### src/audio_port_pkg.sv
/*
  Shared constants for the two-port serial audio block.
  Assumes a single 20 MHz system clock; no software registers.
*/
package audio_port_pkg;
  localparam int WORD_BITS = 16;
  localparam int CLK_HZ = 20000000;
  localparam int FRAME_HZ = 48000;
  localparam int FRAME_BITS_SHORT = 32;
  localparam int FRAME_BITS_LONG = 50;
  localparam int SLAVE_MAX_BCLK_HZ = 3072000;
  // Divider defaults: N/M of the system clock gives twice the bit rate
  localparam logic [15:0] DIV_N_SHORT = 16'h0600;
  localparam logic [15:0] DIV_N_LONG = 16'h0960;
  localparam logic [15:0] DIV_M_DEFAULT = 16'h2710;
  localparam logic [5:0] HALF_BITS_SHORT = 6'h10;
  localparam logic [5:0] HALF_BITS_LONG = 6'h19;
  localparam int SYNC_STAGES = 3;
endpackage

### src/audio_lane.sv
/*
  One serial audio port: clock generation or recovery, word select,
  16-bit transmit and receive shift registers.
  Assumes clkEn qualifies every state change and pin inputs are async.
*/
`timescale 1ns/1ps
`default_nettype none
module audio_lane (
  input wire logic clk,
  input wire logic rst,
  input wire logic clkEn,
  input wire logic masterMode,
  input wire logic longFrame,
  input wire logic [15:0] divNum,
  input wire logic [15:0] divDen,
  input wire logic [15:0] txLeft,
  input wire logic [15:0] txRight,
  output logic txTake,
  output logic [15:0] rxLeft,
  output logic [15:0] rxRight,
  output logic rxValid,
  input wire logic sckIn,
  output logic sckOut,
  output logic sckOe,
  input wire logic wsIn,
  output logic wsOut,
  output logic wsOe,
  output logic sdoOut,
  input wire logic sdiIn
);
  // ----------------------------------------
  // Pin synchronisers
  // ----------------------------------------
  logic [2:0] sckSync_r, wsSync_r, sdiSync_r;
  logic sckLvl_r, wsLvl_r;
  always_ff @(posedge clk) begin
    if (rst) begin
      sckSync_r <= 3'h0;
      wsSync_r <= 3'h0;
      sdiSync_r <= 3'h0;
      sckLvl_r <= 1'b0;
      wsLvl_r <= 1'b0;
    end else if (clkEn) begin
      sckSync_r <= {sckSync_r[1:0], sckIn};
      wsSync_r <= {wsSync_r[1:0], wsIn};
      sdiSync_r <= {sdiSync_r[1:0], sdiIn};
      if (sckSync_r[1] == sckSync_r[2]) sckLvl_r <= sckSync_r[2];
      if (wsSync_r[1] == wsSync_r[2]) wsLvl_r <= wsSync_r[2];
    end
  end

  // ----------------------------------------
  // Master clock: fractional N/M accumulator toggles the bit clock
  // ----------------------------------------
  logic [16:0] acc_r;
  logic [16:0] accSum;
  logic phaseTick;
  logic mSck_r;
  assign accSum = acc_r + {1'b0, divNum};
  assign phaseTick = accSum >= {1'b0, divDen};
  always_ff @(posedge clk) begin
    if (rst) begin
      acc_r <= 17'h0;
      mSck_r <= 1'b0;
    end else if (clkEn && masterMode) begin
      // Every toggle is a whole number of clk periods apart, so the
      // ratio stays close to half at 1.5-2.4 MHz, above 0.35T
      acc_r <= phaseTick ? accSum - {1'b0, divDen} : accSum;
      if (phaseTick) mSck_r <= ~mSck_r;
    end
  end

  // ----------------------------------------
  // Edge events in either mode
  // ----------------------------------------
  logic sckPrev_r;
  logic sckNow, wsNow, fallEv, riseEv;
  // WS as taken at the last rise; both shifters key off it, so a slave
  // WS that moves with the falling pin edge is not taken one bit early
  logic rxWs_r;
  assign sckNow = masterMode ? mSck_r : sckLvl_r;
  always_ff @(posedge clk) begin
    if (rst) begin
      sckPrev_r <= 1'b0;
    end else if (clkEn) begin
      sckPrev_r <= sckNow;
    end
  end
  assign fallEv = sckPrev_r & ~sckNow;
  assign riseEv = ~sckPrev_r & sckNow;

  // ----------------------------------------
  // Word select generation (master) at 48 kHz frame
  // ----------------------------------------
  logic [5:0] bitCnt_r, halfBits;
  logic mWs_r;
  assign halfBits = longFrame ? audio_port_pkg::HALF_BITS_LONG :
                    audio_port_pkg::HALF_BITS_SHORT;
  always_ff @(posedge clk) begin
    if (rst) begin
      bitCnt_r <= 6'h0;
      mWs_r <= 1'b0;
    end else if (clkEn && masterMode && fallEv) begin
      if (bitCnt_r == halfBits - 6'h1) begin
        bitCnt_r <= 6'h0;
        mWs_r <= ~mWs_r;
      end else begin
        bitCnt_r <= bitCnt_r + 6'h1;
      end
    end
  end
  assign wsNow = masterMode ? mWs_r : wsLvl_r;

  // ----------------------------------------
  // Transmit: shift on falling edge, MSB one clock after WS edge
  // ----------------------------------------
  logic [15:0] txShift_r;
  logic [4:0] txIdx_r;
  logic wsSeen_r, txArm_r;
  always_ff @(posedge clk) begin
    if (rst) begin
      txShift_r <= 16'h0;
      txIdx_r <= 5'h0;
      sdoOut <= 1'b0;
      wsSeen_r <= 1'b0;
      txArm_r <= 1'b0;
    end else if (clkEn && fallEv) begin
      wsSeen_r <= rxWs_r;
      if (rxWs_r != wsSeen_r) begin
        // WS seen changed at the last rise: MSB goes out now
        txShift_r <= {(rxWs_r ? txRight[14:0] : txLeft[14:0]), 1'b0};
        sdoOut <= rxWs_r ? txRight[15] : txLeft[15];
        txIdx_r <= 5'h1;
        txArm_r <= 1'b1;
      end else if (txArm_r && txIdx_r < 5'h10) begin
        sdoOut <= txShift_r[15];
        txShift_r <= {txShift_r[14:0], 1'b0};
        txIdx_r <= txIdx_r + 5'h1;
      end else begin
        sdoOut <= 1'b0;
      end
    end
  end
  // Data are fetched on the left word start; right is read at its own word start
  assign txTake = clkEn & fallEv & (rxWs_r != wsSeen_r) & ~rxWs_r;

  // ----------------------------------------
  // Receive: sample on rising edge, drop bits past the LSB
  // ----------------------------------------
  logic [15:0] rxShift_r;
  logic [4:0] rxIdx_r;
  always_ff @(posedge clk) begin
    if (rst) begin
      rxShift_r <= 16'h0;
      rxIdx_r <= 5'h10;
      rxWs_r <= 1'b0;
      rxLeft <= 16'h0;
      rxRight <= 16'h0;
      rxValid <= 1'b0;
    end else if (clkEn) begin
      rxValid <= 1'b0;
      if (riseEv) begin
        rxWs_r <= wsNow;
        // With 16-bit halves the LSB rides the rise that sees WS change,
        // so that bit still belongs to the old channel
        if (rxIdx_r < 5'h10) begin
          rxShift_r <= {rxShift_r[14:0], sdiSync_r[2]};
          if (rxIdx_r == 5'hf) begin
            if (rxWs_r) begin
              rxRight <= {rxShift_r[14:0], sdiSync_r[2]};
              rxValid <= 1'b1;
            end else begin
              rxLeft <= {rxShift_r[14:0], sdiSync_r[2]};
            end
          end
        end // extra bits ignored
        if (wsNow != rxWs_r) begin
          rxIdx_r <= 5'h0; // first bit comes next rising edge
        end else if (rxIdx_r < 5'h10) begin
          rxIdx_r <= rxIdx_r + 5'h1;
        end
      end
    end
  end

  assign sckOut = mSck_r;
  assign sckOe = masterMode;
  assign wsOut = mWs_r;
  assign wsOe = masterMode;
endmodule
`default_nettype wire

### src/audio_port_top.sv
/*
  Top of the dual serial audio port block.
  Assumes static configuration inputs and the pad ring resolving enables.
*/
`timescale 1ns/1ps
`default_nettype none
// Contract
// - Two independent ports, each set to master or slave on its own.
// - Master drives clock and word select, slave takes them; data always out.
// - Words are 16 bits, MSB first, left MSB one bit clock after the frame start.
// - MSB comes one bit clock after a WS edge; bits change on falling edges.
// - Left words travel while WS is low, right words while WS is high.
// - Master makes 48 kHz frames of 32 or 50 bit clocks.
// - Master bit clock comes from the reference clock through an N/M divider.
// - Master bit clock keeps a ratio close to half, each phase at least 0.35 period.
module audio_port_top #(
  parameter int PORTS = 2
) (
  input wire logic clk,
  input wire logic rst,
  input wire logic clkEn,
  input wire logic [PORTS-1:0] masterMode,
  input wire logic [PORTS-1:0] longFrame,
  input wire logic [PORTS*16-1:0] divNum,
  input wire logic [PORTS*16-1:0] divDen,
  input wire logic [PORTS*16-1:0] txLeft,
  input wire logic [PORTS*16-1:0] txRight,
  output logic [PORTS-1:0] txTake,
  output logic [PORTS*16-1:0] rxLeft,
  output logic [PORTS*16-1:0] rxRight,
  output logic [PORTS-1:0] rxValid,
  input wire logic [PORTS-1:0] sckIn,
  output logic [PORTS-1:0] sckOut,
  output logic [PORTS-1:0] sckOe,
  input wire logic [PORTS-1:0] wsIn,
  output logic [PORTS-1:0] wsOut,
  output logic [PORTS-1:0] wsOe,
  output logic [PORTS-1:0] sdoOut,
  input wire logic [PORTS-1:0] sdiIn
);
  // ----------------------------------------
  // Independent port instances
  // ----------------------------------------
  // Slave rate up to 3.072 MHz gives >3 clk per phase at 20 MHz, enough
  // for the 3-stage synchroniser to see every edge
  for (genvar p = 0; p < PORTS; p++) begin : g_port
    audio_lane u_lane (
      .clk(clk),
      .rst(rst),
      .clkEn(clkEn),
      .masterMode(masterMode[p]),
      .longFrame(longFrame[p]),
      .divNum(divNum[p*16 +: 16]),
      .divDen(divDen[p*16 +: 16]),
      .txLeft(txLeft[p*16 +: 16]),
      .txRight(txRight[p*16 +: 16]),
      .txTake(txTake[p]),
      .rxLeft(rxLeft[p*16 +: 16]),
      .rxRight(rxRight[p*16 +: 16]),
      .rxValid(rxValid[p]),
      .sckIn(sckIn[p]),
      .sckOut(sckOut[p]),
      .sckOe(sckOe[p]),
      .wsIn(wsIn[p]),
      .wsOut(wsOut[p]),
      .wsOe(wsOe[p]),
      .sdoOut(sdoOut[p]),
      .sdiIn(sdiIn[p])
    );
  end
endmodule
`default_nettype wire

### config.mk
export PLATFORM = sky130hd
export DESIGN_NAME = audio_port_top
export DESIGN_NICKNAME = d
export VERILOG_FILES = /design/src/audio_port_pkg.sv /design/src/audio_lane.sv /design/src/audio_port_top.sv
export SDC_FILE = /design/constraint.sdc
export NUM_CORES = 1
export LEC_CHECK = 0
export ABC_AREA = 0
export BUFFER_PORTS_ARGS = -buffer_cell sky130_fd_sc_hd__buf_2
export CAP_MARGIN = 10
export CORE_MARGIN = 8
export CORE_UTILIZATION = 50
export CTS_CLUSTER_SIZE = 40
export DETAILED_ROUTE_END_ITERATION = 8
export GPL_TIMING_DRIVEN = 0
export PLACE_DENSITY = 0.72
export REMOVE_ABC_BUFFERS = 1
export SLEW_MARGIN = 20
export SYNTH_ARGS = -nofsm -noshare
export SYNTH_HDL_FRONTEND = slang
export SYNTH_SLANG_ARGS = --single-unit
### constraint.sdc
create_clock -name clk -period 11.1 [get_ports clk]
set_clock_uncertainty 0.1 [all_clocks]
set_input_delay 0.555 -clock clk [delete_from_list [all_inputs] [get_ports clk]]
set_output_delay 0.555 -clock clk [all_outputs]
set_load 0.01 [all_outputs]
==> impl_metrics.env, run 1 <==
export IMPL_status="complete, no violations"
export IMPL_stdcell_area_sq_mm=0.0149
export IMPL_p_per_area_mw_per_mm2=164
export IMPL_die_h_um=176
export IMPL_slew_violations=0
export IMPL_synth_flop_cell="dfxtp_1"
export IMPL_r2r_slack_ns=5.88
export IMPL_finalHoldViolCount=0
export IMPL_rsz0062_at_grt="false"
export IMPL_placed_cell_area_sq_mm=0.0139
export IMPL_grt_pass1_vias=10998
export IMPL_initialDrtViolationCount=681
export IMPL_post_cts_resized=0
export IMPL_finalPower_w=0.00244
export IMPL_synthArstFlopShare_pct=0
export IMPL_pin_count=219
export IMPL_ys_warn_count=0
export IMPL_whs_ns=0.154
export IMPL_r2r_start="g_port[0].u_lane.acc_r[0]$_SDFFE_PP0P_"
export IMPL_avgRoutedWirePerCell_um=14.9
export IMPL_diodes=0
export IMPL_synthCells=1588
export IMPL_hold_path_end="g_port[0].u_lane.wsSync_r[0]$_SDFFE_PP0P_"
export IMPL_synth_area_per_cell_sq_um=8.04
export IMPL_cts_buffer_depth=3
export IMPL_max_freq_mhz=191
export IMPL_synth_adder_area_share_pct=7.68
export IMPL_place_congestion=0.853
export IMPL_fp_dieW_um=176
export IMPL_path_delay_family="compound AO/OA/AOI/OAI gates"
export IMPL_via_count=11393
export IMPL_tns_ns=0
export IMPL_cts_tree="built"
export IMPL_critPathCaptureType="flop"
export IMPL_synth_top_family_by_area="compound AO/OA/AOI/OAI gates"
export IMPL_die_area_sq_mm=0.0309
export IMPL_grt_max_degree=128
export IMPL_cp_max_fo=28
export IMPL_cts_setup_buffers=0
export IMPL_ys_types=70
export IMPL_root_buffer="clkbuf_16"
export IMPL_ys_top_cells_by_area="dfxtp_1 (36%), a21oi_1 (7.5%), nand2_1 (7.3%), ha_1 (7.1%), mux2i_1 (5.4%)"
export IMPL_ys_seq_area_share_pct=35.8
export IMPL_crit_required_ns=11.40
export IMPL_synthMuxAreaShare_pct=5.85
export IMPL_grt_use_total_pct=19.3
export IMPL_worstPathArrival_ns=5.52
export IMPL_cp_slowest_cell="mux2i_4"
export IMPL_worst_pin_slew_ns=0.950
export IMPL_core_area_sq_mm=0.0251
export IMPL_hold_depth=3
export IMPL_synth_top_area_share_pct=35.8
export IMPL_setup_violations_final=0
export IMPL_crit_chain="ha_1 -> fa_1 -> a211oi_1 -> nor4_2 -> nor3_2 -> nor2_1 -> a21o_1 -> a211oi_1 -> nor3_1 -> ha_1 -> and3_1 -> nand2_1 -> nor3_1 -> a41oi_1 -> nand4_1 -> mux2i_4 -> nor2_1 -> a211oi_1 -> nor3_1"
export IMPL_timing_final_crit_share_pct=47.1
export IMPL_hpwlAfterDp_um=22100
export IMPL_vdd_drop_max_v=0.000134
export IMPL_synth_seq_cells=228
export IMPL_final_nets=1960
export IMPL_start_util_pct=50.8
export IMPL_antenna_found_initial=1
export IMPL_port_buffers=218
export IMPL_synth_xor_area_share_pct=5.34
export IMPL_synth_edff_count=0
export IMPL_drv_cap=0
export IMPL_cts_sinks=228
export IMPL_leakage_nw=6.29
export IMPL_synthTopCellsByCount="nand2_1 (249), dfxtp_1 (228), a21oi_1 (191)"
export IMPL_grt_first_pass_wirelength_um=51500
export IMPL_slowest_delay_ns=0.78
export IMPL_fin_util_pct=59.2
export IMPL_drive_gt1_share_pct=17.0
export IMPL_drtPass1Iterations=5
export IMPL_min_from="wsIn[0]"
export IMPL_path_buf_inv=0
export IMPL_areaGrowthSynthToFinish_pct=16.3
export IMPL_hold_buffers=0
export IMPL_r2r_cells=19
export IMPL_rows=58
export IMPL_routed_wl_um=31200
export IMPL_worstReg2RegEnd="g_port[0].u_lane.acc_r[9]$_SDFFE_PP0P_"
export IMPL_synth_compound_area_share_pct=20.5
export IMPL_cts_made_buffers=27
export IMPL_insertion_delay_ns=0.54
export IMPL_start_kind="flop"
export IMPL_drcViolationCount=0
export IMPL_clk_pin_slew_worst_paths_ns=0.06
export IMPL_synthSimpleGateAreaFrac_pct=19.8
export IMPL_syn_area_sq_mm=0.0128
export IMPL_worstSetupPathType="reg -> reg"
export IMPL_drtAntennaViolNets=0
export IMPL_hold_class="in -> reg"
export IMPL_h_tree_depth=1
export IMPL_via_per_inst=5.44
export IMPL_gr_total_overflow=0
export IMPL_fin_crit_ns=5.22
export IMPL_yosysMostFrequentCell="nand2_1"
export IMPL_slew_headroom_pct=35.3
export IMPL_synth_top_cell_by_area="dfxtp_1"
==> layout make-up <==
class,instances,area (sq um)
Inverter,52,195
Multi-Input combinational cell,1210,7570
Fill cell,2348,10300
Tap cell,330,413
Clock buffer,39,771
Clock inverter,10,120
Timing Repair Buffer,224,1210
Sequential cell,228,4570
==> worst reg2reg max path, cell delays in order, from the launching register on <==
cell and delay, ns:
dfxtp_1 0.31, ha_1 0.22, fa_1 0.43, a211oi_1 0.39
nor4_2 0.14, nor3_2 0.29, nor2_1 0.12, a21o_1 0.19
a211oi_1 0.24, nor3_1 0.10, ha_1 0.33, and3_1 0.19
nand2_1 0.13, nor3_1 0.06, a41oi_1 0.37, nand4_1 0.20
mux2i_4 0.78, nor2_1 0.12, a211oi_1 0.30, nor3_1 0.09
==> power breakdown <==
group	total (W)	switching (W)	internal, W
clock network	0.000880	0.000351	0.000529
registers	0.000859	0.0000180	0.000841
logic	0.000699	0.000392	0.000307
==> worst max-delay path by stage <==
stage | to | cells past startpoint | slack [ns] | start
floorplan | g_port[0].u_lane.acc_r[10]$_SDFFE_PP0P_ | 19 | 6.46 | divNum[0]
global placement | g_port[0].u_lane.acc_r[10]$_SDFFE_PP0P_ | 20 | 5.44 | divNum[0]
detailed placement | g_port[0].u_lane.acc_r[10]$_SDFFE_PP0P_ | 20 | 5.56 | divNum[0]
CTS | g_port[0].u_lane.acc_r[9]$_SDFFE_PP0P_ | 19 | 5.90 | g_port[0].u_lane.acc_r[0]$_SDFFE_PP0P_
global route | g_port[0].u_lane.acc_r[8]$_SDFFE_PP0P_ | 19 | 5.54 | g_port[0].u_lane.acc_r[0]$_SDFFE_PP0P_
finish | g_port[0].u_lane.acc_r[9]$_SDFFE_PP0P_ | 19 | 5.88 | g_port[0].u_lane.acc_r[0]$_SDFFE_PP0P_
==> sequential cells by signal, indices dropped and copies added, names as in the netlist <==
name	flops
g_port.u_lane.sckLvl_r	2
g_port.u_lane.txArm_r	2
g_port.u_lane.sckOut	2
g_port.u_lane.acc_r	34
g_port.u_lane.rxValid	2
g_port.u_lane.sckPrev_r	2
g_port.u_lane.rxIdx_r	10
g_port.u_lane.rxShift_r	30
g_port.u_lane.txIdx_r	10
g_port.u_lane.sdoOut	2
g_port.u_lane.wsOut	2
g_port.u_lane.bitCnt_r	12
g_port.u_lane.wsSync_r	6
g_port.u_lane.rxWs_r	2
g_port.u_lane.sdiSync_r	6
g_port.u_lane.txShift_r	30
g_port.u_lane.rxLeft	32
g_port.u_lane.wsLvl_r	2
g_port.u_lane.rxRight	32
g_port.u_lane.wsSeen_r	2
g_port.u_lane.sckSync_r	6
==> cell usage in the layout, fill, tap and decap left out, drive strengths merged, types with 7 or more instances in the layout <==
master,synthesis,routed
a21o,29,29
ha,72,72
o21bai,10,10
nor2,164,164
nand3,21,21
xor2,30,30
dfxtp,228,228
or3,7,7
o21ai,34,34
and3,15,15
inv,52,53
buf,28,224
nand4,9,9
a21oi,192,192
nand2,249,249
xnor2,47,47
nand2b,9,9
nor2b,36,36
o21a,7,7
or2,7,7
nor3,36,36
clkbuf,70,39
a31oi,8,8
mux2i,70,70
a211oi,89,89
==> cell families (layout without fill, tap and decap cells) <==
kind of cell             count (synthesis)  in the layout
AND/OR/NAND/NOR                        573            573
AO/OA/AOI/OAI                          411            411
flip-flops                             228            228
buffers and inverters                  150            325
XOR/XNOR                                77             77
adder cells (fa/ha/maj)                 76             76
multiplexers                            73             73
==> metrics by stage <==
stage | instances | worst slack [ns]
6_report | 2093 | 5.88
5_1_grt | 2093 | 5.54
4_1_cts | 2092 | 5.90
3_5_place_dp | 2043 | 5.56
3_3_place_gp | 2038 | 5.44
2_1_floorplan | 1490 | 6.46
==> per-layer routing <==
layer  vias up  track usage, %  wire (um)  part of all wire [%]
li1       5842               -          -                     -
met1      5246            24.2      14200                    45
met2       255            33.5      14800                    47
met3        48            2.86       1580                   5.1
met4         2            5.69        666                   2.1
met5         -               0         10                 0.032
Power figures use the tool's default switching activity.
==> run 2, diff against run 1 <==
- PLACE_DENSITY: 0.72 -> 0.75
- clock period: 11.1 -> 4.45 ns (I/O delays scaled with it)
==> run 2 against run 1 <==
The run now ends with negative setup slack left. Register-to-register slack worse by 5.9 ns. Global-route usage hardly changed. Hold slack worse by 0.13 ns. Cell area is 3.9% higher. Sequential share of layout area is 1.1 points lower. Via count is 1.6% higher. Total power grew to 2.6 times the previous value. Count of clock-buffer cells in the layout is 6 lower. Critical path depth is 2 higher. Clock power is 150% higher. Sequential power is 150% higher. Flip-flop and latch count stayed put.
==> impl_metrics.env, run 2 (synthesis results as in run 1) <==
export IMPL_core_area_sq_mm=0.0251
export IMPL_start_util_pct=50.8
export IMPL_initialDrtViolationCount=738
export IMPL_pin_count=219
export IMPL_avgRoutedWirePerCell_um=15.0
export IMPL_cp_slowest_cell="fa_2"
export IMPL_fin_ws_ns=-0.0439
export IMPL_port_buffers=218
export IMPL_via_count=11575
export IMPL_tns_ns=-0.0893
export IMPL_critPathCaptureType="flop"
export IMPL_cp_max_fo=6
export IMPL_die_area_sq_mm=0.0309
export IMPL_final_nets=1996
export IMPL_worstSetupPathType="reg -> reg"
export IMPL_rsz0062_at_grt="true"
export IMPL_timing_final_crit_share_pct=101
export IMPL_crit_required_ns=4.75
export IMPL_insertion_delay_ns=0.54
export IMPL_areaGrowthSynthToFinish_pct=20.9
export IMPL_setup_violations_final=5
export IMPL_max_freq_mhz=223
export IMPL_cts_buffer_depth=3
export IMPL_slew_headroom_pct=41.4
export IMPL_drtPass1Iterations=4
export IMPL_final_common_cell="nand2_1"
export IMPL_vdd_drop_max_v=0.000287
export IMPL_root_buffer="clkbuf_16"
export IMPL_grt_first_pass_wirelength_um=51600
export IMPL_regMostFlops="g_port.u_lane.acc_r"
export IMPL_pre_cts_ws_ns=-0.777
export IMPL_cts_tree="built"
export IMPL_fin_util_pct=61.5
export IMPL_finalHoldViolCount=0
export IMPL_hpwlAfterDp_um=22100
export IMPL_slowest_delay_ns=0.43
export IMPL_leakage_nw=6.51
export IMPL_regArea_sq_mm=0.00457
export IMPL_h_tree_depth=1
export IMPL_slew_violations=0
export IMPL_place_congestion=0.872
export IMPL_routed_wl_um=32000
export IMPL_worstPathArrival_ns=4.79
export IMPL_antenna_found_initial=2
export IMPL_placed_cells=2043
export IMPL_reg_top3="g_port.u_lane.acc_r x34, g_port.u_lane.rxLeft x32, g_port.u_lane.rxRight x32"
export IMPL_status="finished with violations"
export IMPL_stdcell_count=2128
export IMPL_crit_chain="ha_4 -> fa_2 -> a211oi_4 -> nor4_4 -> nor3_2 -> nor2_1 -> a21o_1 -> a211oi_2 -> nor3_2 -> ha_1 -> and3_4 -> nand2_4 -> nor3_2 -> a41oi_2 -> nand4_1 -> buf_4 -> mux2i_4 -> buf_12 -> buf_12 -> mux2i_1 -> a211oi_1"
export IMPL_clk_pin_slew_worst_paths_ns=0.06
export IMPL_placed_cell_area_sq_mm=0.0139
export IMPL_worst_pin_slew_ns=0.879
export IMPL_fillers=2263
export IMPL_fp_dieW_um=176
export IMPL_layout_common_cells="nand2_1 (248), dfxtp_1 (222), buf_2 (217)"
export IMPL_violations="negative setup slack"
export IMPL_multiInputGateArea_sq_mm=0.00780
export IMPL_drive_gt1_share_pct=20.1
export IMPL_p_per_area_mw_per_mm2=415
export IMPL_grt_use_total_pct=19.3
export IMPL_cts_made_buffers=25
export IMPL_start_kind="flop"
export IMPL_rows=58
export IMPL_grt_pass1_vias=11010
export IMPL_via_per_inst=5.44
export IMPL_drv_cap=0
export IMPL_hold_class="in -> reg"
export IMPL_grt_max_degree=134
export IMPL_cpMostUsedCell="nor3_2"
export IMPL_stdcell_area_sq_mm=0.0154
export IMPL_largest_register_ffs=34
export IMPL_drcViolationCount=0
export IMPL_fin_crit_ns=4.49
export IMPL_gr_total_overflow=0
export IMPL_drtAntennaViolNets=0
export IMPL_die_h_um=176
export IMPL_cts_sinks=228
[run 2: repair_timing]
item                                    in CTS  in global routing
buffers inserted                            11                 14
gates resized for setup                      9                 36
endpoints found under the setup margin      34                 35
hold buffers                                11                  0
pin swaps                                    6                 40
hold endpoints to repair                     9                  0
cloned                                       1                  2
[run 2: worst paths after layout]
check	to	cells past startpoint	slack, ns	startpoint
max	g_port[0].u_lane.acc_r[1]$_SDFFE_PP0P_	21	-0.04	g_port[0].u_lane.acc_r[0]$_SDFFE_PP0P_
min	g_port[1].u_lane.sckSync_r[2]$_SDFFE_PP0P_	2	0.02	rst
max reg2reg	g_port[0].u_lane.acc_r[1]$_SDFFE_PP0P_	21	-0.04	g_port[0].u_lane.acc_r[0]$_SDFFE_PP0P_
min reg2reg	g_port[0].u_lane.rxRight[12]$_SDFFE_PP0P_	2	0.35	g_port[0].u_lane.rxRight[12]$_SDFFE_PP0P_
[run 2: stage by stage]
stage	power (W)	hold slack [ns]
5_1_grt	0.00676	0.0186
2_1_floorplan	0.00351	0.192
4_1_cts	0.00622	0.0119
3_5_place_dp	0.00390	0.343
6_report	0.00641	0.0238
3_3_place_gp	0.00386	0.340
[run 2: layer usage]
metal	global-route usage, %	share of wire [%]	up-vias
met2	32.6	47	251
met5	0	0.037	-
li1	-	-	5920
met3	3.14	4.9	74
met1	24.4	45	5328
met4	6.71	3.0	2
[run 2: area by class of cell]
class | count | area share [%]
Clock inverter | 12 | 1.12
Timing Repair Buffer | 261 | 10.2
Sequential cell | 228 | 29.6
Antenna cell | 1 | 0.0162
Multi-Input combinational cell | 1211 | 50.6
Clock buffer | 33 | 4.51
Inverter | 52 | 1.26
Tap cell | 330 | 2.68
[run 2: critical path: cells and delay by family (launching register included)]
family / cells / cell delay, ns
flops: 1 / 0.34
compound gates: 5 / 1.04
fa+ha+maj: 3 / 0.95
simple gates: 8 / 1.07
mux: 2 / 0.40
buf+inv: 3 / 0.44
[run 2: report_power, final]
part | internal, W | switching (W) | total (W)
logic | 0.000992 | 0.00110 | 0.00209
clock network | 0.00129 | 0.000884 | 0.00217
registers | 0.00210 | 0.0000447 | 0.00214
total | 0.00438 | 0.00203 | 0.00641
==> run 3, diff against run 2 <==
- PLACE_DENSITY: 0.75 -> unset
- PLACE_DENSITY_LB_ADDON: unset -> 0.2
==> run 3 against run 2 <==
The run now ends clean. Combinational power barely moved. Largest cell class unchanged. Register-to-register slack improved by 0.098 ns. Sequential share of layout area barely moved. Count of clock-buffer cells in the layout rose by 1. Clock power barely moved. Cell area did not move. Final cell count did not move. Sequential power barely moved. Critical path depth fell by 1. Fmax rose by 2.2%. Via count barely moved.
==> impl_metrics.env, run 3 (synthesis results as in run 1) <==
export IMPL_tns_ns=0
export IMPL_finalPower_w=0.00640
export IMPL_insertion_delay_ns=0.52
export IMPL_placed_cells=2042
export IMPL_drcViolationCount=0
export IMPL_hpwlAfterDp_um=22100
export IMPL_areaGrowthSynthToFinish_pct=20.9
export IMPL_port_buffers=218
export IMPL_final_common_cell="nand2_1"
export IMPL_cp_num_cells=20
export IMPL_antenna_found_initial=1
export IMPL_worst_pin_slew_ns=1.11
export IMPL_drtAntennaViolNets=0
export IMPL_rsz0062_at_grt="true"
export IMPL_regMostFlops="g_port.u_lane.acc_r"
export IMPL_whs_ns=0.0353
export IMPL_cts_buffer_depth=3
export IMPL_cp_slowest_cell="fa_2"
export IMPL_slew_headroom_pct=25.5
export IMPL_final_nets=1995
export IMPL_cp_max_fo=4
export IMPL_hold_depth=2
export IMPL_fin_crit_ns=4.40
export IMPL_path_buf_inv=2
export IMPL_r2r_start="g_port[0].u_lane.acc_r[0]$_SDFFE_PP0P_"
export IMPL_worstSetupPathType="reg -> reg"
export IMPL_start_kind="flop"
export IMPL_power_switching_w=0.00203
export IMPL_pwr_share_seq_pct=33.4
export IMPL_grt_pass1_vias=10969
export IMPL_pre_cts_ws_ns=-0.759
export IMPL_worstReg2RegEnd="g_port[0].u_lane.acc_r[14]$_SDFFE_PP0P_"
export IMPL_p_sw_share_pct=31.8
export IMPL_multiInputGateArea_sq_mm=0.00785
export IMPL_h_tree_depth=1
export IMPL_diodes=0
export IMPL_drive_gt1_share_pct=20.7
export IMPL_path_delay_family="compound AO/OA/AOI/OAI gates"
export IMPL_r2r_slack_ns=0.05
export IMPL_p_per_area_mw_per_mm2=415
export IMPL_largest_register_ffs=34
export IMPL_cp_startpoint="g_port[0].u_lane.acc_r[0]$_SDFFE_PP0P_"
export IMPL_r2r_cells=20
export IMPL_max_freq_mhz=227
export IMPL_cts_tree="built"
export IMPL_drtPass1Iterations=5
export IMPL_crit_required_ns=4.72
export IMPL_status="complete, no violations"
export IMPL_layout_common_cells="nand2_1 (248), dfxtp_1 (223), buf_2 (217)"
export IMPL_die_h_um=176
export IMPL_clkPwrFrac_pct=33.8
export IMPL_via_count=11565
export IMPL_cts_made_buffers=26
export IMPL_fin_ws_ns=0.0542
export IMPL_timing_final_crit_share_pct=98.8
export IMPL_setup_violations_final=0
export IMPL_clk_pin_slew_worst_paths_ns=0.06
export IMPL_gr_total_overflow=0
export IMPL_via_per_inst=5.43
export IMPL_initialDrtViolationCount=712
export IMPL_cts_sinks=228
export IMPL_hold_class="in -> reg"
export IMPL_grt_use_total_pct=19.2
export IMPL_fp_dieW_um=176
export IMPL_crit_chain="ha_4 -> fa_2 -> a211oi_4 -> nor4_4 -> nor3_2 -> nor2_2 -> a21o_1 -> a211oi_2 -> nor3_2 -> ha_1 -> and3_4 -> nand2_4 -> nor3_4 -> a41oi_2 -> nand4b_1 -> buf_4 -> mux2i_4 -> buf_6 -> mux2i_2 -> a211oi_2"
export IMPL_worstPathArrival_ns=4.67
export IMPL_grt_first_pass_wirelength_um=51400
export IMPL_rows=58
export IMPL_regArea_sq_mm=0.00457
export IMPL_p_int_w=0.00437
export IMPL_reg_top3="g_port.u_lane.acc_r x34, g_port.u_lane.rxLeft x32, g_port.u_lane.rxRight x32"
export IMPL_critPathCaptureType="flop"
export IMPL_routed_wl_um=31800
export IMPL_root_buffer="clkbuf_16"
export IMPL_drv_cap=0
export IMPL_core_area_sq_mm=0.0251
export IMPL_fillers=2314
export IMPL_grt_max_degree=119
export IMPL_min_from="rst"
export IMPL_slowest_delay_ns=0.43
export IMPL_leakage_nw=6.51
export IMPL_pin_count=219
export IMPL_stdcell_count=2128
export IMPL_combPwrFrac_pct=32.8
export IMPL_place_congestion=0.863
export IMPL_vdd_drop_max_v=0.000304
export IMPL_crit_path_end="g_port[0].u_lane.acc_r[14]$_SDFFE_PP0P_"
export IMPL_finalHoldViolCount=0
export IMPL_slew_violations=0
export IMPL_start_util_pct=50.8
export IMPL_die_area_sq_mm=0.0309
export IMPL_avgRoutedWirePerCell_um=14.9
[run 3: worst min path at each step]
| stage | end | slack, ns |
|---|---|---|
| finish | g_port[0].u_lane.txShift_r[7]$_SDFFE_PP0P_ | 0.04 |
| global route | g_port[0].u_lane.sdoOut$_SDFFE_PP0P_ | 0.06 |
| CTS | g_port[0].u_lane.sdoOut$_SDFFE_PP0P_ | 0.02 |
| detailed placement | g_port[0].u_lane.rxRight[10]$_SDFFE_PP0P_ | 0.34 |
| global placement | g_port[1].u_lane.rxLeft[12]$_SDFFE_PP0P_ | 0.34 |
| floorplan | g_port[0].u_lane.rxLeft[0]$_SDFFE_PP0P_ | 0.19 |
[run 3: per-stage QoR]
step	area, sq um	util, %
after floorplan	12300	-
after global placement	13800	55.0
after detailed placement	13900	55.5
after CTS	15100	60.2
after global routing	15400	61.5
final	15400	61.5
[run 3: power by group through the flow]
stage | clock network, W | logic (W) | registers, W
floorplan | 0 | 0.00134 | 0.00218
global placement | 0 | 0.00168 | 0.00218
detailed placement | 0 | 0.00172 | 0.00218
CTS | 0.00223 | 0.00188 | 0.00214
global route | 0.00232 | 0.00230 | 0.00214
finish | 0.00216 | 0.00210 | 0.00214
[run 3: per-layer routing]
| layer | track usage (%) | wire length (um) | vias to the layer above |
|---|---|---|---|
| li1 | - | - | 5912 |
| met1 | 25.0 | 14600 | 5373 |
| met2 | 32.4 | 15000 | 241 |
| met3 | 3.26 | 1670 | 37 |
| met4 | 4.56 | 527 | 2 |
| met5 | 0 | 12 | - |
[run 3: what timing repair did]
| item | CTS | global route |
|---|---|---|
| gates resized for setup | 5 | 56 |
| setup endpoints to repair | 34 | 36 |
| pin swaps | 5 | 42 |
| buffers inserted | 16 | 9 |
| hold endpoints to repair | 10 | 0 |
| hold buffers | 12 | 0 |
| gates cloned | 1 | 0 |
[run 3: area by class of cell]
type,count,share of cell area [%]
Multi-Input combinational cell,1211,50.8
Sequential cell,228,29.6
Timing Repair Buffer,259,9.84
Clock buffer,34,4.80
Tap cell,330,2.68
Inverter,52,1.26
Clock inverter,14,0.973
